$ cat config.mk
export PLATFORM = sky130hd
export DESIGN_NAME = actb_trim_bank
export DESIGN_NICKNAME = d
export VERILOG_FILES = /design/src/actb_pkg.sv /design/src/actb_trim_bank.sv
export SDC_FILE = /design/constraint.sdc
export NUM_CORES = 1
export LEC_CHECK = 0
export BUFFER_PORTS_ARGS = -buffer_cell sky130_fd_sc_hd__buf_4
export CORE_MARGIN = 3
export CORE_UTILIZATION = 35
export DETAILED_ROUTE_END_ITERATION = 16
export MAX_ROUTING_LAYER = met4
export SYNTH_ARGS = -nofsm -noshare
export SYNTH_HDL_FRONTEND = slang
export SYNTH_SLANG_ARGS = --single-unit
$ cat constraint.sdc
create_clock -name core_clk -period 2.9 [get_ports core_clk]
set_input_delay 0.29 -clock core_clk [delete_from_list [all_inputs] [get_ports core_clk]]
set_output_delay 0.29 -clock core_clk [all_outputs]
set_load 0.02 [all_outputs]
$ cat src/actb_pkg.sv
package actb_pkg;
   localparam int ADDR_W = 12;
   localparam int DATA_W = 16;
   localparam int TADJ_W = 8;
   localparam int OADJ_W = 12;
   localparam int NUM_T  = 6;
   localparam int NUM_O  = 3;
   localparam logic [ADDR_W-1:0] OFF_CORE_A_DUAL_TT   = 12'h310;
   localparam logic [ADDR_W-1:0] OFF_CORE_B_DUAL_TT   = 12'h313;
   localparam logic [ADDR_W-1:0] OFF_CORE_A_S1_TT     = 12'h314;
   localparam logic [ADDR_W-1:0] OFF_CORE_B_S1_TT     = 12'h315;
   localparam logic [ADDR_W-1:0] OFF_CORE_A_S2_TT     = 12'h31A;
   localparam logic [ADDR_W-1:0] OFF_CORE_B_S2_TT     = 12'h31B;
   localparam logic [ADDR_W-1:0] OFF_CORE_A_D1_OT     = 12'h344;
   localparam logic [ADDR_W-1:0] OFF_CORE_A_D2_OT     = 12'h346;
   localparam logic [ADDR_W-1:0] OFF_CORE_A_S1_OT     = 12'h348;
   // Index of each timing and offset trim in the bank.
   localparam int TI_A_DUAL = 0;
   localparam int TI_B_DUAL = 1;
   localparam int TI_A_S1   = 2;
   localparam int TI_B_S1   = 3;
   localparam int TI_A_S2   = 4;
   localparam int TI_B_S2   = 5;
   localparam int OI_A_D1   = 0;
   localparam int OI_A_D2   = 1;
   localparam int OI_A_S1   = 2;
   localparam logic [DATA_W-1:0] RD_ZERO = 16'h0000;
   localparam logic [TADJ_W-1:0] TADJ_ZERO = 8'h00;
   localparam logic [OADJ_W-1:0] OADJ_ZERO = 12'h000;

   // Register port request.
   typedef struct packed {
      logic              wr;
      logic              rd;
      logic [ADDR_W-1:0] addr;
      logic [DATA_W-1:0] wdata;
   } actb_req_t;

   // Operating context of the converter.
   typedef struct packed {
      logic single_mode;
      logic second_input;
      logic fg_cal_en;
   } actb_mode_t;

   // Trim values applied to the cores.
   typedef struct packed {
      logic              a_t_valid;
      logic [TADJ_W-1:0] a_timing;
      logic              b_t_valid;
      logic [TADJ_W-1:0] b_timing;
      logic              a_o_valid;
      logic [OADJ_W-1:0] a_offset;
   } actb_trim_t;

   typedef enum logic [1:0] {
      ST_LOAD = 2'b00,
      ST_RUN  = 2'b01
   } actb_state_t;
endpackage

$ cat src/actb_trim_bank.sv
`timescale 1ns/10ps
`default_nettype none
module actb_trim_bank (
   input  wire logic                                      core_clk,
   input  wire logic                                      srst,
   input  wire actb_pkg::actb_req_t                       req,
   output logic        [actb_pkg::DATA_W-1:0]             rdata,
   input  wire logic   [actb_pkg::NUM_T*actb_pkg::TADJ_W-1:0] fuse_timing,
   input  wire logic   [actb_pkg::NUM_O*actb_pkg::DATA_W-1:0] fuse_offset,
   input  wire actb_pkg::actb_mode_t                      mode,
   output actb_pkg::actb_trim_t                           trim,
   output logic                                           fuse_loaded
);
   import actb_pkg::*;

   // *************************************************************
   // Address decode
   // *************************************************************

   // Timing trim index for an address, or NUM_T when unmapped.
   function automatic int t_index(input logic [ADDR_W-1:0] a);
      case (a)
         OFF_CORE_A_DUAL_TT: t_index = TI_A_DUAL;
         OFF_CORE_B_DUAL_TT: t_index = TI_B_DUAL;
         OFF_CORE_A_S1_TT:   t_index = TI_A_S1;
         OFF_CORE_B_S1_TT:   t_index = TI_B_S1;
         OFF_CORE_A_S2_TT:   t_index = TI_A_S2;
         OFF_CORE_B_S2_TT:   t_index = TI_B_S2;
         default:            t_index = NUM_T;
      endcase
   endfunction

   // Offset trim index for an address, or NUM_O when unmapped.
   function automatic int o_index(input logic [ADDR_W-1:0] a);
      case (a)
         OFF_CORE_A_D1_OT: o_index = OI_A_D1;
         OFF_CORE_A_D2_OT: o_index = OI_A_D2;
         OFF_CORE_A_S1_OT: o_index = OI_A_S1;
         default:          o_index = NUM_O;
      endcase
   endfunction

   // *************************************************************
   // Trim storage
   // *************************************************************

   actb_state_t       state_reg, state_next;
   logic [TADJ_W-1:0] tt_reg [NUM_T];
   logic [TADJ_W-1:0] tt_next [NUM_T];
   logic [DATA_W-1:0] ot_reg [NUM_O];
   logic [DATA_W-1:0] ot_next [NUM_O];
   logic [DATA_W-1:0] rdata_reg, rdata_next;
   int                ti, oi;

   // Fuse load after reset, then software writes and reads.
   always_comb begin
      state_next = state_reg;
      tt_next    = tt_reg;
      ot_next    = ot_reg;
      rdata_next = RD_ZERO;
      ti         = t_index(req.addr);
      oi         = o_index(req.addr);
      case (state_reg)
         ST_LOAD: begin
            for (int i = 0; i < NUM_T; i++) begin
               tt_next[i] = fuse_timing[i*TADJ_W +: TADJ_W];
            end
            for (int i = 0; i < NUM_O; i++) begin
               ot_next[i] = fuse_offset[i*DATA_W +: DATA_W];
            end
            state_next = ST_RUN;
         end
         ST_RUN: begin
            if (req.wr && ti < NUM_T) begin
               tt_next[ti] = req.wdata[TADJ_W-1:0];
            end
            if (req.wr && oi < NUM_O) begin
               ot_next[oi] = req.wdata;
            end
            if (req.rd && ti < NUM_T) begin
               rdata_next = {{(DATA_W-TADJ_W){1'b0}}, tt_reg[ti]};
            end else if (req.rd && oi < NUM_O) begin
               rdata_next = ot_reg[oi];
            end
         end
         default: state_next = ST_LOAD;
      endcase
   end

   // Registers the bank; reset restarts the fuse load.
   always_ff @(posedge core_clk) begin
      if (srst) begin
         state_reg <= ST_LOAD;
         rdata_reg <= RD_ZERO;
         for (int i = 0; i < NUM_T; i++) begin
            tt_reg[i] <= TADJ_ZERO;
         end
         for (int i = 0; i < NUM_O; i++) begin
            ot_reg[i] <= RD_ZERO;
         end
      end else begin
         state_reg <= state_next;
         rdata_reg <= rdata_next;
         tt_reg    <= tt_next;
         ot_reg    <= ot_next;
      end
   end

   assign rdata       = rdata_reg;
   assign fuse_loaded = (state_reg == ST_RUN);

   // *************************************************************
   // Trim selection
   // *************************************************************

   actb_trim_t trim_reg, trim_next;

   // Picks the timing trim per core and, except for the single mode second input, the core A offset trim that match the context.
   always_comb begin
      trim_next = '0;
      if (mode.fg_cal_en && fuse_loaded) begin
         if (!mode.single_mode) begin
            trim_next.a_t_valid = 1'b1;
            trim_next.a_timing  = tt_reg[TI_A_DUAL];
            trim_next.b_t_valid = 1'b1;
            trim_next.b_timing  = tt_reg[TI_B_DUAL];
            trim_next.a_o_valid = 1'b1;
            trim_next.a_offset  = mode.second_input ?
                                  ot_reg[OI_A_D2][OADJ_W-1:0] :
                                  ot_reg[OI_A_D1][OADJ_W-1:0];
         end else if (!mode.second_input) begin
            trim_next.a_t_valid = 1'b1;
            trim_next.a_timing  = tt_reg[TI_A_S1];
            trim_next.b_t_valid = 1'b1;
            trim_next.b_timing  = tt_reg[TI_B_S1];
            trim_next.a_o_valid = 1'b1;
            trim_next.a_offset  = ot_reg[OI_A_S1][OADJ_W-1:0];
         end else begin
            trim_next.a_t_valid = 1'b1;
            trim_next.a_timing  = tt_reg[TI_A_S2];
            trim_next.b_t_valid = 1'b1;
            trim_next.b_timing  = tt_reg[TI_B_S2];
         end
      end
   end

   // Registers the applied trims; unmatched ones are ignored.
   always_ff @(posedge core_clk) begin
      if (srst) begin
         trim_reg <= '0;
      end else begin
         trim_reg <= trim_next;
      end
   end

   assign trim = trim_reg;
endmodule
`default_nettype wire

; ---- Word level (Yosys, flattened, before mapping)
; Index checks and enable logic that the tools add are counted.
; Widths: inputs -> output; s select.
[op_classes]
shift = 0
reduce_logical = 14
bitwise_logic = 5
muxes = 25
div_mod_pow = 0
n_lt_le_gt_ge = 6
eq_ne = 12
n_addsub = 0
multipliers = 0
[op_table]
columns = op, n
row1 = $pmux 48 s2, 2
row2 = $eq 12x10->1 const B, 9
row3 = $bwmux 48, 2
row4 = $mux 48, 2
row5 = $lt 32x1->1 const B, 2
row6 = $not 32->32, 2
row7 = $mux 16, 3
row8 = $mux 8, 5
row9 = $bmux 16 s2, 1
row10 = $demux 16 s2, 1
row11 = $ge 32x3->1 const B, 1
row12 = $ge 32x4->1 const B, 1
row13 = $lt 32x3->1 const B, 1
row14 = $lt 32x4->1 const B, 1
row15 = $mux 30, 1
row16 = $bmux 8 s3, 1
row17 = $demux 8 s3, 1
row18 = $pmux 3 s6, 1
row19 = $mux 17, 1
row20 = $mux 13, 1
row21 = $mux 12, 1
row22 = $logic_and 1x1->1, 7
row23 = $pmux 2 s3, 1
row24 = $ne 2x1->1 const B, 2
row25 = 8 further kinds, 12
[word_totals]
mem_bits_rw = 0
latchBits = 0
reg_bits = 145
word_cells = 80
n_memories = 0
out_inout_bits = 48
in_bits = 131
romBits = 0

; ---- Depth between registers and ports, before layout
[logic_depth]
word_depth = 10
depth_mapped = 7
mapped_depth_nobuf = 5

; ---- Worst setup path before layout
; OpenSTA, ideal clock, no wires.
[synth_timing]
path_kind = input-to-reg
start = input req[22] (netlist name)
end = register tt_reg[24] (netlist name)
t_required_ps = 2814
t_arrival_ps = 2132
path_stages = 6
slack_ps = 682
setup_time_ps = 86
path_buffers = 1
path_cell_list = or4b_1 -> or3_4 -> or4b_1 -> buf_4 -> mux2i_1 -> a211oi_1
[synth_between]
elab_chain_cells = 10
word_cells_on_any_way = 20
classes_between = order compare: 3 / eq/ne: 7 / mux: 6 / bitwise: 1 / reduce/logical: 3
[synth_rtl]
columns = item, line_no
row1 = start: declaration, actb_trim_bank.sv:6  ; input wire actb_pkg::actb_req_t req,
row2 = $eq 12x10->1, actb_trim_bank.sv:22  ; case (a)
row3 = $pmux 3 s6 *, actb_trim_bank.sv:22
row4 = $not 32->32 (not written as such), actb_trim_bank.sv:75  ; tt_next[ti] = req.wdata[TADJ_W-1:0];
row5 = $ge 32x4->1 (not written as such) or $lt 32x1->1 (tied branches), actb_trim_bank.sv:75
row6 = $logic_and 1x1->1 (not written as such), actb_trim_bank.sv:75
row7 = $mux 8 (not written as such), actb_trim_bank.sv:75
row8 = $demux 8 s3, actb_trim_bank.sv:75
row9 = $bwmux 48, actb_trim_bank.sv:75
row10 = $mux 48, actb_trim_bank.sv:74  ; if (req.wr && ti < NUM_T) begin
row11 = $pmux 48 s2, actb_trim_bank.sv:63  ; case (state_reg)
row12 = end signal: assignment, actb_trim_bank.sv:104  ; tt_reg <= tt_next;
row13 = end: declaration, actb_trim_bank.sv:48  ; logic [TADJ_W-1:0] tt_reg [NUM_T];
; Mark *: on every way between the ends. The rest lies on a longest branch, timed or not. The select of a mux whose other input is x is not followed.
; A chain may end at the register's enable or synchronous reset.

; ---- Final worst setup path
[layout_timing]
start = input req[22] (netlist name)
end = register tt_reg[25] (netlist name)
; Same word-level chain as after synthesis.

==> impl_metrics.py <==
metrics = {
    "run_status": {
        "status": "completed",
    },
    "floorplan": {
        "start_util": 0.358,
        "die_x_um": 148,
        "fp.dieH_um": 148,
        "std_cell_rows": 51,
        "dieArea_mm2": 0.0218,
        "fp.coreArea_mm2": 0.0196,
        "ios": 179,
    },
    "placed_design": {
        "place_hpwl_um": 17000,
        "dp_cells": 1195,
        "placed_area_mm2": 0.00852,
        "pre_cts_ws_ns": 0.295,
        "gp_congestion": 0.911,
        "port_buffers": 178,
    },
    "sta": {
        "final_hold_viol_count": 0,
        "drv_slew": 0,
        "post-route-min-period_ns": 2.19,
        "tightest_slew_ns": 1.11,
        "setup_violations": 0,
        "clock.fmax_ghz": 0.457,
        "fin_tns_setup_ns": 0,
        "finalClockSkew_ns": 0.00941,
        "grt_setup_unrepaired": "no",
        "setup_ws_ns": 0.711,
        "fin_crit_sh": 0.755,
        "fin_worst_hold_slack_ns": 0.0390,
        "max-slew-margin-rel": 0.257,
    },
    "layout": {
        "drive_gt1_frac": 0.255,
        "final_common_cell": "buf_4",
        "fillCellCount": 1973,
        "final_cell_count_no_fill": 1225,
        "seq_area_mm2": 0.00287,
        "area_growth_pct": 30.2,
        "insertedDiodeCount": 0,
        "stdcell_area_mm2": 0.00913,
        "final_nets": 1080,
        "multi_input_area_mm2": 0.00379,
        "layout_common_cells": "199 x buf_4, 173 x nor2_1, 142 x dfxtp_1",
        "finish.utilization": 0.466,
    },
    "synthesis": {
        "syn_area_per_cell_um2": 8.64,
        "syn_area_mm2": 0.00701,
        "async_reset_ff_frac": 0,
        "synth_cells": 811,
        "synth_nets": 942,
        "synthDistinctLibCells": 51,
        "synth_edf_count": 0,
        "ys_seq_area_frac": 0.408,
        "ys_seq_elements": 143,
        "yosys_warnings": 0,
        "ys.flop_type": "dfxtp_1",
    },
    "global_route": {
        "grt_pass1_vias": 6429,
        "grt_util_all_layers": 0.228,
        "grt_max_degree": 97,
        "antenna_found_initial": 0,
        "grt_first_pass_wirelength_um": 37400,
        "grt.overflow.total": 0,
    },
    "route": {
        "drt-initial-drc-count": 546,
        "vias": 6598,
        "dr.pass1.iters": 5,
        "via_per_inst": 5.39,
        "wl_per_cell_um": 19.9,
        "ant_nets": 0,
        "wl_um": 24400,
        "drcViolationCount": 0,
    },
    "cts": {
        "holdBufCountCts": 0,
        "clock_path_buffers": 2,
        "cts_buffers": 17,
        "htree_levels": 4,
        "post_cts_buffers": 0,
        "ctsResizeCount": 0,
        "clk-insertion-delay-late_ns": 0.43,
        "clockRootBuffer": "clkbuf_16",
        "cts.sinks": 143,
        "cts_tree": "yes",
        "path_clk_slew_ns": 0.06,
    },
    "setup_path": {
        "max_stage_delay_ns": 0.73,
        "required_ns": 3.23,
        "arrival_ns": 2.52,
        "path_buf_inv": 1,
        "cp_top_family": "simple AND/OR/NAND/NOR gates",
        "critical_path_class": "in -> reg",
        "slowest_stage": "or4b_1",
        "startpoint_type": "input pin",
        "crit_chain": "buf_4 -> or4b_1 -> or3_4 -> or4b_1 -> mux2i_1 -> a211oi_1",
        "cp_common_cell": "or4b_1",
        "cp_max_fo": 8,
        "endpoint_kind": "flop",
    },
    "job": {
        "drv_cap": 0,
    },
    "pwr": {
        "ir_drop_v": 0.000343,
        "finalPower_mw": 5.05,
        "power.leakage_nw": 3.97,
        "powerDensity_mw_per_mm2": 554,
    },
    "min_path": {
        "min_path_type": "in -> reg",
    },
}
-- power breakdown --
group / switching [mW] / internal [mW] / leakage [nW]
combinational: 0.326 / 0.293 / 2.50
sequential: 0.0922 / 2.07 / 1.18
clock: 0.863 / 1.41 / 0.290
total: 1.28 / 3.77 / 3.97
-- worst register-to-register path, delay by kind of cell (launching register included) --
family,cells,cell delay (ns)
compound gates,2,0.91
flops,1,0.42
simple gates,2,0.45
-- cells by family (layout without fill, tap and decap cells) --
logic type	Yosys count	count (layout)	synth area share
and+or+nand+nor	302	302	0.199
DFF	143	143	0.408
muxes	120	120	0.172
buffers and inverters	86	235	0.0503
AOI/OAI and AO/OA	160	160	0.170
-- cell type report --
cell class / count / area share
flip-flops and latches: 143 / 0.314
inverters: 5 / 0.00206
repair buffers: 200 / 0.166
multi-input cells: 582 / 0.416
clock buffers: 20 / 0.0511
clock inverters: 10 / 0.0149
well taps: 265 / 0.0363
-- synthesized netlist by cell type (2+ instances only) --
cell	number	area share
a2111o_1	5	0.0080
nor4_1	8	0.0071
and3b_1	8	0.010
nor2_1	173	0.093
buf_1	3	0.0016
or4b_1	2	0.0029
o21ai_0	2	0.0014
a2bb2oi_1	5	0.0062
nor2b_1	6	0.0054
nand2_1	52	0.028
nand2b_1	2	0.0018
nand3_1	20	0.014
and4_1	2	0.0025
o22a_1	2	0.0025
clkbuf_1	63	0.034
a21oi_1	27	0.019
buf_4	2	0.0021
nor3b_1	10	0.011
o21bai_1	2	0.0021
a31oi_1	2	0.0018
a311oi_1	32	0.040
dfxtp_1	143	0.41
mux2i_1	114	0.16
inv_1	5	0.0027
o22ai_1	4	0.0036
mux2_2	6	0.0096
or3_1	3	0.0027
and3_1	3	0.0027
buf_2	12	0.0086
a211oi_1	72	0.077
-- metal layers --
metal | vias to the layer above | track usage | wire length (um)
met5 | - | - | 0
li1 | 3179 | - | -
met1 | 3138 | 0.337 | 12000
met4 | 0 | 0.0582 | 413
met3 | 35 | 0.0509 | 1760
met2 | 246 | 0.312 | 10100
-- worst paths after layout --
kind / startpoint / endpoint / slack, ns / depth (start not counted)
min reg2reg: ot_reg[15]$_SDFFE_PP0P_ / ot_reg[15]$_SDFFE_PP0P_ / 0.48 / 2
max: req[22] / tt_reg[25]$_SDFFE_PP0P_ / 0.71 / 6
max reg2reg: state_reg[0]$_SDFFE_PP0N_ / rdata[2]$_SDFF_PP0_ / 0.99 / 4
min: srst / state_reg[0]$_SDFFE_PP0N_ / 0.04 / 2
Power figures use the tool's default switching activity.
